[config.mk]
export PLATFORM = sky130hd
export DESIGN_NAME = flicker_cfg_regs
export DESIGN_NICKNAME = d
export VERILOG_FILES = /design/src/verilog/flicker_cfg_pkg.sv /design/src/verilog/stream_if.sv /design/src/verilog/fifo_buf.sv /design/src/verilog/flicker_cfg_regs.sv /design/src/verilog/sync2.sv
export SDC_FILE = /design/constraint.sdc
export NUM_CORES = 1
export LEC_CHECK = 0
export BUFFER_PORTS_ARGS = -buffer_cell sky130_fd_sc_hd__buf_2
export CAP_MARGIN = 20
export CORE_AREA = 10 10 169 171
export DETAILED_ROUTE_END_ITERATION = 7
export DIE_AREA = 0 0 179 181
export PLACE_DENSITY = 0.67
export SETUP_SLACK_MARGIN = 0.05
export SYNTH_ARGS = -nofsm -noshare
export SYNTH_HDL_FRONTEND = slang
export SYNTH_SLANG_ARGS = --single-unit
[constraint.sdc]
create_clock -name clk -period 7.2 [get_ports clk]
set_input_delay 0.36 -clock clk [delete_from_list [all_inputs] [get_ports clk]]
set_output_delay 0.36 -clock clk [all_outputs]
set_load 0.02 [all_outputs]
[src/verilog/flicker_cfg_pkg.sv]
/*
 * Constants for the flicker path and pad configuration register bank:
 * register offsets, reset values, writable-bit masks, field positions,
 * channel and pin-type encodings, default sizes.
 * Assumes registers are byte wide and addressed over the serial bus.
 */
package flicker_cfg_pkg;
    localparam logic [7:0] REG_FLICKER_CTRL = 8'h31;
    localparam logic [7:0] REG_PEDESTAL = 8'h32;
    localparam logic [7:0] REG_PAD_DRIVE = 8'h3c;
    localparam logic [7:0] REG_PIN_TYPE = 8'h41;

    localparam logic [7:0] RST_FLICKER_CTRL = 8'h00;
    localparam logic [7:0] RST_PEDESTAL = 8'h05;
    localparam logic [7:0] RST_PAD_DRIVE = 8'h09;
    localparam logic [7:0] RST_PIN_TYPE = 8'h00;

    localparam logic [7:0] MASK_FLICKER_CTRL = 8'h5f;
    localparam logic [7:0] MASK_PEDESTAL = 8'h07;
    localparam logic [7:0] MASK_PAD_DRIVE = 8'h0f;
    localparam logic [7:0] MASK_PIN_TYPE = 8'h03;

    localparam int EXTRACT_BIT = 0;
    localparam int CHAN_LSB = 1;
    localparam int CHAN_W = 3;
    localparam int PIN_SEL_BIT = 4;
    localparam int PED_DIS_BIT = 6;
    localparam int PED_W = 3;
    localparam int PAD_LOAD_BIT = 3;
    localparam int DRIVE_W = 3;
    localparam int PIN_TYPE_W = 2;

    localparam logic [2:0] CHAN_NONE = 3'h0;
    localparam logic [2:0] CHAN_6 = 3'h1;
    localparam logic [2:0] CHAN_1 = 3'h2;
    localparam logic [2:0] CHAN_5 = 3'h6;
    localparam logic [2:0] CH6_INDEX = 3'h5;
    localparam logic [2:0] DRIVE_MAX = 3'h4;

    localparam logic [1:0] PIN_OPEN_DRAIN = 2'h0;
    localparam logic [1:0] PIN_PUSH_PULL = 2'h1;
    localparam logic [1:0] PIN_ANALOG = 2'h2;

    localparam int NUM_CHANNELS = 6;
    localparam int SAMPLE_W_DEFAULT = 16;
    localparam int FIFO_DEPTH_DEFAULT = 8;
    localparam int PDM_PERIOD_DEFAULT = 16;
    localparam logic [6:0] BUS_ADDR_DEFAULT = 7'h2a;
    localparam logic [3:0] BYTE_BITS = 4'h8;
    localparam logic [3:0] LAST_TX_BIT = 4'h7;

    // code 001 is channel 6, 010..110 are channels 1..5
    function automatic logic [2:0] chan_index(input logic [2:0] code);
        if (code == CHAN_6)
            chan_index = CH6_INDEX;
        else if (code >= CHAN_1 && code <= CHAN_5)
            chan_index = code - CHAN_1;
        else
            chan_index = 3'h0;
    endfunction

    function automatic logic chan_active(input logic [2:0] code);
        chan_active = (code >= CHAN_6) && (code <= CHAN_5);
    endfunction
endpackage

[src/verilog/stream_if.sv]
/*
 * Valid/ready word stream between the flicker path and its buffer.
 * Assumes both ends share one clock; a word moves when valid and ready.
 */
`timescale 1ns/1ps
interface stream_if #(
    parameter int W = 16
) ();
    logic valid;
    logic ready;
    logic [W-1:0] data;
    modport sink (input valid, input data, output ready);
    modport source (output valid, output data, input ready);
endinterface

[src/verilog/fifo_buf.sv]
/*
 * Flop-based FIFO with valid/ready on both sides.
 * Assumes one clock; DEPTH a power of two, at least 2.
 */
`timescale 1ns/1ps
module fifo_buf #(
    parameter int W = 16,
    parameter int DEPTH = 8
) (
    input wire logic clk,
    input wire logic reset_n,
    stream_if.sink in_s,
    stream_if.source out_s
);
    localparam int PW = $clog2(DEPTH);

    generate
        if (DEPTH < 2 || (1 << PW) != DEPTH) begin : g_bad_depth
            $error("fifo_buf depth must be a power of two");
        end
    endgenerate

    logic [W-1:0] mem_q [DEPTH];
    logic [PW-1:0] wr_ptr_q;
    logic [PW-1:0] rd_ptr_q;
    logic [PW:0] count_q;

    wire push = in_s.valid && in_s.ready;
    wire pop = out_s.valid && out_s.ready;

    assign in_s.ready = count_q != (PW+1)'(DEPTH);
    assign out_s.valid = count_q != '0;
    assign out_s.data = mem_q[rd_ptr_q];

    always_ff @(posedge clk or negedge reset_n) begin
        if (!reset_n) begin
            wr_ptr_q <= '0;
            rd_ptr_q <= '0;
            count_q <= '0;
        end else begin
            if (push)
                wr_ptr_q <= wr_ptr_q + 1'b1;
            if (pop)
                rd_ptr_q <= rd_ptr_q + 1'b1;
            if (push && !pop)
                count_q <= count_q + 1'b1;
            else if (pop && !push)
                count_q <= count_q - 1'b1;
        end
    end

    // storage carries no reset; words are only read once written
    always_ff @(posedge clk) begin
        if (push)
            mem_q[wr_ptr_q] <= in_s.data;
    end
endmodule

[src/verilog/flicker_cfg_regs.sv]
/*
 * Flicker path and pad configuration register bank with its serial-bus
 * target, the channel selector, offset adder, buffer and PDM modulator.
 * Assumes the bus pins are asynchronous and the channel samples come
 * from logic on clk.
 */
`timescale 1ns/1ps
module flicker_cfg_regs #(
    parameter int SAMPLE_W = flicker_cfg_pkg::SAMPLE_W_DEFAULT,
    parameter int FIFO_DEPTH = flicker_cfg_pkg::FIFO_DEPTH_DEFAULT,
    parameter int PDM_PERIOD = flicker_cfg_pkg::PDM_PERIOD_DEFAULT,
    parameter logic [6:0] DEV_ADDR = flicker_cfg_pkg::BUS_ADDR_DEFAULT
) (
    input wire logic clk,
    input wire logic reset_n,
    input wire logic scl_i,
    input wire logic sda_i,
    output logic sda_o,
    output logic sda_oe,
    output logic [2:0] data_line_drive_strength,
    output logic sda_load_high,
    input wire logic [flicker_cfg_pkg::NUM_CHANNELS-1:0][SAMPLE_W-1:0] chan_sample,
    input wire logic chan_valid,
    output logic chan_ready,
    output logic frequency_extractor_enable,
    output logic flicker_active,
    output logic first_general_pin_o,
    output logic first_general_pin_oe,
    output logic first_pin_analog_en,
    output logic second_general_pin_o,
    output logic second_general_pin_oe
);
    generate
        if (SAMPLE_W < flicker_cfg_pkg::PED_W + 1 || PDM_PERIOD < 1 || PDM_PERIOD > 65535)
        begin : g_bad_param
            $error("flicker_cfg_regs parameter out of range");
        end
    endgenerate
    typedef enum logic [2:0] {
        BUS_IDLE, BUS_ADDR, BUS_ADDR_ACK, BUS_WRITE, BUS_WRITE_ACK, BUS_READ, BUS_READ_ACK
    } bus_state_t;
    logic [1:0] line_s;
    logic scl_q, sda_q;
    bus_state_t state_q, state_d;
    logic [3:0] bit_cnt_q, bit_cnt_d;
    logic [7:0] shift_q, shift_d, ptr_q, ptr_d;
    logic have_ptr_q, have_ptr_d, is_read_q, is_read_d;
    logic master_ack_q, master_ack_d, sda_oe_q, sda_oe_d, wr_commit;
    logic [7:0] flicker_ctrl_q, pedestal_q, pad_drive_q, pin_type_q;

    sync2 #(.WIDTH(2)) u_sync (
        .clk(clk),
        .reset_n(reset_n),
        .d({scl_i, sda_i}),
        .q(line_s)
    );
    wire scl_s = line_s[1];
    wire sda_s = line_s[0];
    wire scl_rise = scl_s && !scl_q;
    wire scl_fall = !scl_s && scl_q;
    wire start_seen = scl_s && scl_q && sda_q && !sda_s;
    wire stop_seen = scl_s && scl_q && !sda_q && sda_s;

    // unmapped offsets read as zero
    wire [7:0] rd_data = (ptr_q == flicker_cfg_pkg::REG_FLICKER_CTRL) ? flicker_ctrl_q :
                         (ptr_q == flicker_cfg_pkg::REG_PEDESTAL) ? pedestal_q :
                         (ptr_q == flicker_cfg_pkg::REG_PAD_DRIVE) ? pad_drive_q :
                         (ptr_q == flicker_cfg_pkg::REG_PIN_TYPE) ? pin_type_q : 8'h00;
    always_comb begin
        state_d = state_q;
        bit_cnt_d = bit_cnt_q;
        shift_d = shift_q;
        ptr_d = ptr_q;
        have_ptr_d = have_ptr_q;
        is_read_d = is_read_q;
        master_ack_d = master_ack_q;
        sda_oe_d = sda_oe_q;
        wr_commit = 1'b0;
        if (start_seen) begin
            state_d = BUS_ADDR;
            bit_cnt_d = 4'h0;
            have_ptr_d = 1'b0;
            sda_oe_d = 1'b0;
        end else if (stop_seen) begin
            state_d = BUS_IDLE;
            sda_oe_d = 1'b0;
        end else begin
            case (state_q)
                BUS_IDLE: begin
                    sda_oe_d = 1'b0;
                end
                BUS_ADDR, BUS_WRITE: begin
                    if (scl_rise) begin
                        shift_d = {shift_q[6:0], sda_s};
                        bit_cnt_d = bit_cnt_q + 4'h1;
                    end else if (scl_fall && bit_cnt_q == flicker_cfg_pkg::BYTE_BITS) begin
                        bit_cnt_d = 4'h0;
                        if (state_q == BUS_ADDR) begin
                            state_d = (shift_q[7:1] == DEV_ADDR) ? BUS_ADDR_ACK : BUS_IDLE;
                            sda_oe_d = shift_q[7:1] == DEV_ADDR;
                            is_read_d = shift_q[0];
                        end else begin
                            state_d = BUS_WRITE_ACK;
                            sda_oe_d = 1'b1;
                            if (have_ptr_q) begin
                                wr_commit = 1'b1;
                                ptr_d = ptr_q + 8'h01;
                            end else begin
                                ptr_d = shift_q;
                                have_ptr_d = 1'b1;
                            end
                        end
                    end
                end
                BUS_ADDR_ACK, BUS_WRITE_ACK: begin
                    if (scl_fall && state_q == BUS_ADDR_ACK && is_read_q) begin
                        state_d = BUS_READ;
                        shift_d = rd_data;
                        ptr_d = ptr_q + 8'h01;
                        sda_oe_d = !rd_data[7];
                    end else if (scl_fall) begin
                        state_d = BUS_WRITE;
                        sda_oe_d = 1'b0;
                    end
                end
                BUS_READ: begin
                    if (scl_fall && bit_cnt_q == flicker_cfg_pkg::LAST_TX_BIT) begin
                        state_d = BUS_READ_ACK;
                        bit_cnt_d = 4'h0;
                        sda_oe_d = 1'b0;
                    end else if (scl_fall) begin
                        bit_cnt_d = bit_cnt_q + 4'h1;
                        shift_d = {shift_q[6:0], 1'b0};
                        sda_oe_d = !shift_q[6];
                    end
                end
                BUS_READ_ACK: begin
                    if (scl_rise) begin
                        master_ack_d = !sda_s;
                    end else if (scl_fall && master_ack_q) begin
                        state_d = BUS_READ;
                        shift_d = rd_data;
                        ptr_d = ptr_q + 8'h01;
                        sda_oe_d = !rd_data[7];
                    end else if (scl_fall) begin
                        state_d = BUS_IDLE;
                    end
                end
                default: state_d = BUS_IDLE;
            endcase
        end
    end

    always_ff @(posedge clk or negedge reset_n) begin
        if (!reset_n) begin
            {scl_q, sda_q} <= 2'h3;
            state_q <= BUS_IDLE;
            bit_cnt_q <= 4'h0;
            shift_q <= 8'h00;
            ptr_q <= 8'h00;
            {have_ptr_q, is_read_q, master_ack_q, sda_oe_q} <= 4'h0;
        end else begin
            {scl_q, sda_q} <= line_s;
            state_q <= state_d;
            bit_cnt_q <= bit_cnt_d;
            shift_q <= shift_d;
            ptr_q <= ptr_d;
            {have_ptr_q, is_read_q, master_ack_q, sda_oe_q} <=
                {have_ptr_d, is_read_d, master_ack_d, sda_oe_d};
        end
    end

    // open-drain: only ever pulls low
    assign sda_o = 1'b0;
    assign sda_oe = sda_oe_q;

    wire wr_ctrl = wr_commit && ptr_q == flicker_cfg_pkg::REG_FLICKER_CTRL;
    wire wr_ped = wr_commit && ptr_q == flicker_cfg_pkg::REG_PEDESTAL;
    wire wr_pad = wr_commit && ptr_q == flicker_cfg_pkg::REG_PAD_DRIVE;
    wire wr_pin = wr_commit && ptr_q == flicker_cfg_pkg::REG_PIN_TYPE;
    always_ff @(posedge clk or negedge reset_n) begin
        if (!reset_n) begin
            flicker_ctrl_q <= flicker_cfg_pkg::RST_FLICKER_CTRL;
            pedestal_q <= flicker_cfg_pkg::RST_PEDESTAL;
            pad_drive_q <= flicker_cfg_pkg::RST_PAD_DRIVE;
            pin_type_q <= flicker_cfg_pkg::RST_PIN_TYPE;
        end else begin
            if (wr_ctrl)
                flicker_ctrl_q <= shift_q & flicker_cfg_pkg::MASK_FLICKER_CTRL;
            if (wr_ped)
                pedestal_q <= shift_q & flicker_cfg_pkg::MASK_PEDESTAL;
            if (wr_pad)
                pad_drive_q <= shift_q & flicker_cfg_pkg::MASK_PAD_DRIVE;
            if (wr_pin)
                pin_type_q <= shift_q & flicker_cfg_pkg::MASK_PIN_TYPE;
        end
    end

    wire [2:0] chan_code = flicker_ctrl_q[flicker_cfg_pkg::CHAN_LSB +: flicker_cfg_pkg::CHAN_W];
    wire [2:0] chan_idx = flicker_cfg_pkg::chan_index(chan_code);
    wire path_on = flicker_cfg_pkg::chan_active(chan_code);
    wire flicker_pin_select = flicker_ctrl_q[flicker_cfg_pkg::PIN_SEL_BIT];
    wire offset_level_disable = flicker_ctrl_q[flicker_cfg_pkg::PED_DIS_BIT];
    wire [2:0] offset_level_value = pedestal_q[flicker_cfg_pkg::PED_W-1:0];
    wire [1:0] first_pin_output_type = pin_type_q[flicker_cfg_pkg::PIN_TYPE_W-1:0];
    wire [2:0] drive_raw = pad_drive_q[flicker_cfg_pkg::DRIVE_W-1:0];

    assign frequency_extractor_enable = flicker_ctrl_q[flicker_cfg_pkg::EXTRACT_BIT];
    assign flicker_active = path_on;
    assign sda_load_high = pad_drive_q[flicker_cfg_pkg::PAD_LOAD_BIT];
    // codes above the fifth step are not defined; hold the pad at the top step
    assign data_line_drive_strength = (drive_raw > flicker_cfg_pkg::DRIVE_MAX) ?
                                      flicker_cfg_pkg::DRIVE_MAX : drive_raw;

    // offset only added while offset_level_disable is clear
    wire [SAMPLE_W-1:0] sel_sample = chan_sample[chan_idx];
    wire [SAMPLE_W-1:0] ped_ext = offset_level_disable ? '0 :
                        {{(SAMPLE_W-flicker_cfg_pkg::PED_W){1'b0}}, offset_level_value};
    wire [SAMPLE_W:0] ped_sum = {1'b0, sel_sample} + {1'b0, ped_ext};

    stream_if #(.W(SAMPLE_W)) wr_if ();
    stream_if #(.W(SAMPLE_W)) rd_if ();
    assign wr_if.valid = chan_valid && path_on;
    assign wr_if.data = ped_sum[SAMPLE_W] ? '1 : ped_sum[SAMPLE_W-1:0];
    assign chan_ready = wr_if.ready;
    fifo_buf #(.W(SAMPLE_W), .DEPTH(FIFO_DEPTH)) u_fifo (
        .clk(clk),
        .reset_n(reset_n),
        .in_s(wr_if),
        .out_s(rd_if)
    );
    // modulator takes one word per period; the source stalls when it falls behind
    logic [15:0] period_q;
    logic [SAMPLE_W-1:0] cur_word_q, acc_q;
    logic pdm_q;
    wire slot = period_q == 16'h0000;
    wire [SAMPLE_W:0] acc_sum = {1'b0, acc_q} + {1'b0, cur_word_q};
    assign rd_if.ready = path_on && slot;
    always_ff @(posedge clk or negedge reset_n) begin
        if (!reset_n) begin
            period_q <= 16'h0000;
            cur_word_q <= '0;
            acc_q <= '0;
            pdm_q <= 1'b0;
        end else if (!path_on) begin
            period_q <= 16'h0000;
            cur_word_q <= '0;
            acc_q <= '0;
            pdm_q <= 1'b0;
        end else begin
            period_q <= slot ? 16'(PDM_PERIOD - 1) : period_q - 16'h0001;
            if (rd_if.valid && rd_if.ready)
                cur_word_q <= rd_if.data;
            acc_q <= acc_sum[SAMPLE_W-1:0];
            pdm_q <= acc_sum[SAMPLE_W];
        end
    end

    wire on_first = path_on && !flicker_pin_select;
    wire is_od = first_pin_output_type == flicker_cfg_pkg::PIN_OPEN_DRAIN;
    wire is_pp = first_pin_output_type == flicker_cfg_pkg::PIN_PUSH_PULL;
    wire is_an = first_pin_output_type == flicker_cfg_pkg::PIN_ANALOG;

    assign first_general_pin_o = is_pp && pdm_q;
    assign first_general_pin_oe = on_first && ((is_od && !pdm_q) || is_pp);
    assign first_pin_analog_en = on_first && is_an;
    assign second_general_pin_o = pdm_q;
    assign second_general_pin_oe = path_on && flicker_pin_select;
endmodule

[src/verilog/sync2.sv]
/*
 * Two-flop synchroniser for asynchronous pin levels.
 * Assumes inputs are levels; only the second stage is for use.
 */
`timescale 1ns/1ps
module sync2 #(
    parameter int WIDTH = 2
) (
    input wire logic clk,
    input wire logic reset_n,
    input wire logic [WIDTH-1:0] d,
    output logic [WIDTH-1:0] q
);
    logic [WIDTH-1:0] meta_q;

    always_ff @(posedge clk or negedge reset_n) begin
        if (!reset_n) begin
            meta_q <= '1;
            q <= '1;
        end else begin
            meta_q <= d;
            q <= meta_q;
        end
    end
endmodule
==> qor.txt, run 1 <==
Synthesized Nets -> 1,121
Sw frac -> 21.75%
Vias in the first global route -> 8,502
Post-synthesis sequential area ratio -> 54.06%
Tightest hold margin -> 0.3468 ns
Syn Inst Count -> 982
Fin nets -> 1,225
Crit-path max cell delay -> 0.67 ns
Highest fanout seen on the critical path -> 23
Synth Cell Area -> 12,090 µm²
Rel. slew slack -> 29.84%
Worst flop-to-flop path startpoint -> flicker_ctrl_q[2]
Share of the synthesized area in the top cell type -> 31.80%
Syn Area/Cell -> 12.31 µm²
Ant diodes -> 0
Period minus WS final -> 5.017 ns
Post-CTS Setup Bufs -> 0
Max cap viols -> 0
Vias -> 8,190
Port Buf Inserts -> 113
Arr. time, crit path -> 5.25 ns
Placed cell count -> 1,384
Area Growth Syn to Fin -> 14.48%
Worst Hold Class -> register to register
TritonCTS clock tree -> yes
Final cell count without fillers -> 1,434
Clk pwr share -> 45.3%
Reg-to-reg endpoint -> u_fifo.mem_q[6][10]
Worst-Margin Slew -> 1.050 ns
FF-to-FF setup slack -> 2.18 ns
Hpwl dp -> 18,640 µm
H-tree depth -> 1
Worst-case clock buffer depth -> 3
Core Region -> 25,040 µm²
Min-Delay Endpoint -> u_sync.q[1]
Post-synth cell types -> 75
Internal power -> 2.322 mW
Layout cell share with drive strength beyond 1 -> 23.82%
Final WL -> 27,620 µm
Clock Sinks -> 235
First-pass GRT wire length -> 44,680 µm
Max Fclk -> 199.3 MHz
Root Buffer -> clkbuf_16
Total gr overflow -> 0
Total GRT Usage -> 16.91%
Starting Density -> 48.27%
Worst-Skew Late Latency -> 0.53 ns
Clk slew on worst S/H paths -> 0.06 ns
Iter 0 DRT Violations -> 705
Final Wtd Congestion -> 0.8378
Outcome -> finished clean
Worst Skew -> 0.009470 ns
CP endpoint kind -> register
Area leader, netlist -> edfxtp_1
Post-synth EDFFs -> 128
Cell family with most CP delay -> compound AO/OA/AOI/OAI gates
Ys async rst share -> 45.53%
CP Cell Sequence -> inv_1 > ha_1 > o22ai_2 > nand2_4 > mux2i_1 > o31ai_1 > ha_1 > inv_1 > fa_1 > inv_1 > a21oi_1 > a2111oi_2 > nand4b_1 > o21ai_0
Fin. max-slew vios -> 0
Fin. Hold Viols -> 0
Hold path depth -> 0
Reg power frac -> 50.0%
Fin util -> 55.26%
Crit path kind -> register to register
Core Rows -> 58
Buffers & Inverters on Critical Path -> 3
Die width -> 179 µm
Io pins -> 115
Post-route ant nets -> 0
Setup violators final -> 0
Worst VDD drop -> 171.6 µV
Critical Path Slowest Stage Cell -> nand4b_1
Initial antenna violation count -> 0
Crit path required time -> 7.43 ns
Sw power -> 0.6454 mW
Worst setup SP type -> register
Hold Buf Count CTS -> 3
CP most frequent cell -> inv_1
Die extent in y -> 181 µm
Top_reg_cell synth -> edfxtp_1
Post-CTS sizing -> 0
Flops & latches, synth -> 235
Largest net degree at the start of global routing -> 59
Reg2Reg Depth -> 14
Static Leak -> 5.687 nW
Period utilization -> 69.68%
Total power -> 2.968 mW
Logic gate share of total power -> 4.6%
Total CTS buffers -> 26
DR pass1 iterations -> 5
YS warnings -> 0
DRC -> 0
Die area -> 32,400 µm²
Setup TNS -> 0 ns
DR vias/cell -> 5.711
Area contributors post-synth -> edfxtp_1 (32%), dfrtp_1 (20%), mux4_2 (8.9%), ha_1 (3.6%), mux2i_1 (3.1%)
HP Start -> u_sync.meta_q[1]
RSZ-0062 raised after global routing -> false
Wire per inst -> 19.26 µm
Fillers -> 2,074
Pwr dens -> 214.5 nW/µm²
-- per-stage QoR --
step / cell area, µm² / worst slack, ns
floorplan: 12090 / 2.729
global placement: 12910 / 2.375
detailed placement: 12910 / 2.207
CTS: 13820 / 2.177
global route: 13840 / 1.820
finish: 13840 / 2.183
-- sequential cells by signal, indices dropped and copies added, names as in the netlist, 3 cells and up --
signal           count
u_fifo.mem_q       128
acc_q               16
cur_word_q          16
period_q            16
ptr_q                8
shift_q              8
flicker_ctrl_q       6
bit_cnt_q            4
pad_drive_q          4
u_fifo.count_q       4
pedestal_q           3
state_q              3
u_fifo.rd_ptr_q      3
u_fifo.wr_ptr_q      3
-- cells by family after synthesis --
kind of cell	synth area share, %
compound gates	10.56
xor+xnor	2.319
fa+ha+maj	4.121
buf+inv	3.034
flops	54.06
mux	14.05
other cells	0.03103
simple gates	11.82
-- cell usage in the layout (no fill, tap or decap), types with 6 or more instances in the layout --
cell	n
ha_1	34
nand2_1	76
nor3_1	15
mux4_2	48
xor2_1	11
a211oi_1	8
nor2b_1	11
mux2i_1	38
buf_2	112
nand2b_1	19
mux2_2	21
edfxtp_1	128
a31oi_1	8
o22ai_1	6
a21oi_1	50
inv_1	27
buf_4	14
and3_1	8
dfrtp_1	96
nand3_1	50
nor2_1	63
clkbuf_16	26
xnor2_1	21
o31ai_1	9
a21o_1	17
dfstp_2	10
o21ai_0	57
-- Yosys cell counts (5+ instances only) --
cell and n:
nand3_1 50, dfstp_2 10, mux2_2 21, xor2_1 11, inv_1 27, clkbuf_1 32, nor3_1 17, nor2b_1 11
o21ai_0 57, o21ai_1 5, o211ai_1 5, nand2_1 76, o22ai_1 6, a211oi_1 8, nor2_1 63, buf_2 6
a31oi_1 8, a211o_1 5, dfrtp_1 97, nor4_1 5, xnor2_1 21, nand2b_1 19, nand4_1 5, mux2i_1 38
o31ai_1 9, mux4_2 48, and3_1 8, a21o_1 17, a22oi_1 5, o21a_1 5, a21oi_1 50, ha_1 35
edfxtp_1 128, buf_1 7
-- worst max path at each step --
| stage | startpoint | end | slack, ns | cells after the start |
|---|---|---|---|---|
| after floorplan | flicker_ctrl_q[2] | u_fifo.mem_q[0][15] | 2.73 | 17 |
| after global placement | flicker_ctrl_q[2] | u_fifo.mem_q[4][13] | 2.37 | 15 |
| after detailed placement | flicker_ctrl_q[2] | u_fifo.mem_q[4][10] | 2.21 | 14 |
| after CTS | flicker_ctrl_q[2] | u_fifo.mem_q[6][10] | 2.18 | 14 |
| after global routing | flicker_ctrl_q[2] | u_fifo.mem_q[3][10] | 1.82 | 14 |
| final | flicker_ctrl_q[2] | u_fifo.mem_q[6][10] | 2.18 | 14 |
-- worst register-to-register path: stages (launching register included) --
cell and delay, ns:
dfrtp_1 0.52, inv_1 0.16, ha_1 0.29, o22ai_2 0.45, nand2_4 0.30, mux2i_1 0.20, o31ai_1 0.29, ha_1 0.23
inv_1 0.05, fa_1 0.39, inv_1 0.07, a21oi_1 0.16, a2111oi_2 0.32, nand4b_1 0.67, o21ai_0 0.60
-- routing by layer --
layer | routed length [µm] | share of wire [%] | track usage (%) | vias to the layer above
met2 | 12890 | 47 | 27.14 | 244
met5 | 0 | 0 | 0 | -
met1 | 12420 | 45 | 22.66 | 4019
met3 | 1801 | 6.5 | 3.711 | 30
li1 | - | - | - | 3897
met4 | 510 | 1.8 | 4.400 | 0
-- cell type report --
class,instances,area (µm²),share of cell area [%]
timing repair buffer,130,710.7,5.137
clock buffer,29,671.9,4.856
multi-input combinational,666,5197,37.57
tap,330,412.9,2.984
sequential,235,6535,47.23
inverter,27,101.3,0.7325
clock inverter,17,206.4,1.492
-- power groups by stage --
| stage | clock (mW) | combinational, mW | sequential, mW |
|---|---|---|---|
| after floorplan | 0 | 0.0813 | 1.49 |
| after global placement | 0 | 0.132 | 1.51 |
| after detailed placement | 0 | 0.135 | 1.51 |
| after CTS | 1.37 | 0.138 | 1.48 |
| after global routing | 1.42 | 0.154 | 1.49 |
| final | 1.35 | 0.137 | 1.49 |
No activity file was read; power rests on OpenSTA's default activity.
==> run 2: changes to the inputs <==
==> constraint.sdc (replaced) <==
create_clock -name clk -period 4.9 [get_ports clk]
set_input_delay 0.245 -clock clk [delete_from_list [all_inputs] [get_ports clk]]
set_output_delay 0.245 -clock clk [all_outputs]
set_load 0.02 [all_outputs]
==> run 2 against run 1 <==
Against the previous run: clock skew is 0.00093 ns lower; total power up 41%; setup slack got worse by 1.7 ns; register-to-register slack got worse by 1.7 ns; die area is the same; cell count rose by 0.28%; wire length down 0.29%; clock power up 33%; non-clock buffer count increased by 4; maximum frequency grew 13%; sequential share of layout area rose by 0.27 points.
==> qor.txt, run 2 (synthesis gave the netlist of run 1 again) <==
Worst-case clock buffer depth -> 3
Vias -> 8,180
Die width -> 179 µm
Most frequent cells in the layout -> edfxtp_1 (128), buf_2 (112), dfrtp_1 (95), nand2_1 (76), nor2_1 (63)
Layout cell share with drive strength beyond 1 -> 24.01%
Largest Register -> u_fifo.mem_q
Area Growth Syn to Fin -> 13.86%
TritonCTS clock tree -> yes
Total gr overflow -> 0
Largest net degree at the start of global routing -> 64
Crit path kind -> register to register
Port Buf Inserts -> 113
Reg-to-reg endpoint -> u_fifo.mem_q[2][13]
Setup TNS -> 0 ns
Ant diodes -> 0
Initial antenna violation count -> 0
Final cell count without fillers -> 1,438
Worst VDD drop -> 184.9 µV
Period utilization -> 90.27%
Io pins -> 115
Reg2Reg Depth -> 16
Outcome -> finished clean
Period minus WS final -> 4.423 ns
Fin. Hold Viols -> 0
Iter 0 DRT Violations -> 621
Pre-CTS setup slack -> 0.5619 ns
FF-to-FF setup slack -> 0.48 ns
Die extent in y -> 181 µm
Arr. time, crit path -> 4.61 ns
Logic gate share of total power -> 4.8%
Total CTS buffers -> 25
Sw power -> 0.9382 mW
Worst-Skew Late Latency -> 0.52 ns
Worst flop-to-flop path startpoint -> flicker_ctrl_q[2]
Fin nets -> 1,228
Final WL -> 27,540 µm
DR vias/cell -> 5.688
Core Region -> 25,040 µm²
Setup WS post-layout -> 0.4767 ns
Max Fclk -> 226.1 MHz
Vias in the first global route -> 8,223
Static Leak -> 5.649 nW
First-pass GRT wire length -> 44,850 µm
Crit path required time -> 5.09 ns
Root Buffer -> clkbuf_16
Pwr dens -> 303.1 nW/µm²
Internal power -> 3.233 mW
Most common cell after layout, fill and taps aside -> edfxtp_1
Die area -> 32,400 µm²
Wire per inst -> 19.15 µm
Design area -> 13,760 µm²
Placed cell count -> 1,389
Number of flip-flops in the largest register -> 128
Worst Hold Class -> input pin to register
Reg power frac -> 52.3%
Worst-Margin Slew -> 1.146 ns
Clk slew on worst S/H paths -> 0.06 ns
DRC -> 0
Total GRT Usage -> 17.04%
Highest fanout seen on the critical path -> 23
Sw frac -> 22.49%
Starting Density -> 48.27%
DR pass1 iterations -> 5
Placed inst area -> 12,950 µm²
Core Rows -> 58
Rel. slew slack -> 23.61%
CP endpoint kind -> register
Worst Skew -> 0.008542 ns
Clock Sinks -> 235
HP Start -> chan_valid
Hpwl dp -> 18,920 µm
Final Wtd Congestion -> 0.8420
Max cap viols -> 0
Tightest hold margin -> 0.2549 ns
Worst setup SP type -> register
Post-route ant nets -> 0
Fin. max-slew vios -> 0
Hold path depth -> 3
Setup violators final -> 0
Clk pwr share -> 42.9%
H-tree depth -> 1
Min-Delay Endpoint -> u_fifo.wr_ptr_q[0]
RSZ-0062 raised after global routing -> false
==> run 2: cell count changes in the layout (fill, tap and decap cells not counted), sizes merged <==
| cell | previous run | this run |
|---|---|---|
| clkinvlp | 1 | 2 |
| clkinv | 12 | 8 |
| bufinv | 4 | 1 |
| inv | 27 | 29 |
| buf | 127 | 131 |
| clkbuf | 29 | 33 |
==> run 2: how the worst max path moves through the flow <==
stage | from | endpoint | slack [ns] | cells past startpoint
global route | flicker_ctrl_q[2] | u_fifo.mem_q[0][15] | 0.16 | 16
CTS | flicker_ctrl_q[2] | u_fifo.mem_q[0][15] | 0.53 | 16
detailed placement | flicker_ctrl_q[2] | u_fifo.mem_q[0][15] | 0.56 | 16
global placement | flicker_ctrl_q[2] | u_fifo.mem_q[0][15] | 0.76 | 16
floorplan | flicker_ctrl_q[2] | u_fifo.mem_q[0][15] | 0.43 | 17
finish | flicker_ctrl_q[2] | u_fifo.mem_q[2][13] | 0.48 | 16
==> run 2: final cells by class <==
| cell class | instances | area [µm²] |
|---|---|---|
| Clock buffer | 33 | 665.6 |
| Clock inverter | 13 | 113.9 |
| Fill cell | 2083 | 11280 |
| Inverter | 27 | 101.3 |
| Multi-Input combinational cell | 666 | 5197 |
| Sequential cell | 235 | 6536 |
| Tap cell | 330 | 412.9 |
| Timing Repair Buffer | 134 | 733.2 |
==> run 2: worst max-delay path: stages (launching register included) <==
cell	delay, ns
dfrtp_1	0.52
inv_1	0.16
ha_1	0.30
o22ai_2	0.21
nand2_4	0.23
mux4_2	0.34
nand2_1	0.08
o31ai_1	0.10
ha_1	0.33
a21o_1	0.11
a21oi_1	0.10
nor3_1	0.17
a32oi_1	0.07
buf_4	0.17
a211o_1	0.30
o21a_1	0.18
o21ai_0	0.73
==> run 2: metrics by stage <==
stage | util (%) | total power [mW]
final | 54.96 | 4.171
after global routing | 54.96 | 4.324
after CTS | 54.96 | 4.212
after detailed placement | 51.73 | 2.419
after global placement | 51.73 | 2.417
after floorplan | - | 2.308
==> run 2: repair_timing <==
action	CTS	global route
setup buffers	0	0
endpoints found under the hold margin	63	0
hold buffers	3	0
gates resized for setup	0	0
==> run 2: power by group through the flow <==
stage	logic [mW]	clock network, mW	registers, mW
2_1_floorplan	0.120	0	2.19
3_3_place_gp	0.195	0	2.22
3_5_place_dp	0.198	0	2.22
4_1_cts	0.201	1.83	2.18
5_1_grt	0.225	1.91	2.19
6_report	0.198	1.79	2.18
==> run 2: routing by layer <==
layer  share of wire, %  vias to the layer above  wire length (µm)  track usage [%]
met2                 46                      268             12660            26.57
met4                1.4                        0               377            3.870
met3                7.0                       25              1934            3.899
li1                   -                     3906                 -                -
met5                  0                        -                 0                0
met1                 46                     3981             12570            23.66
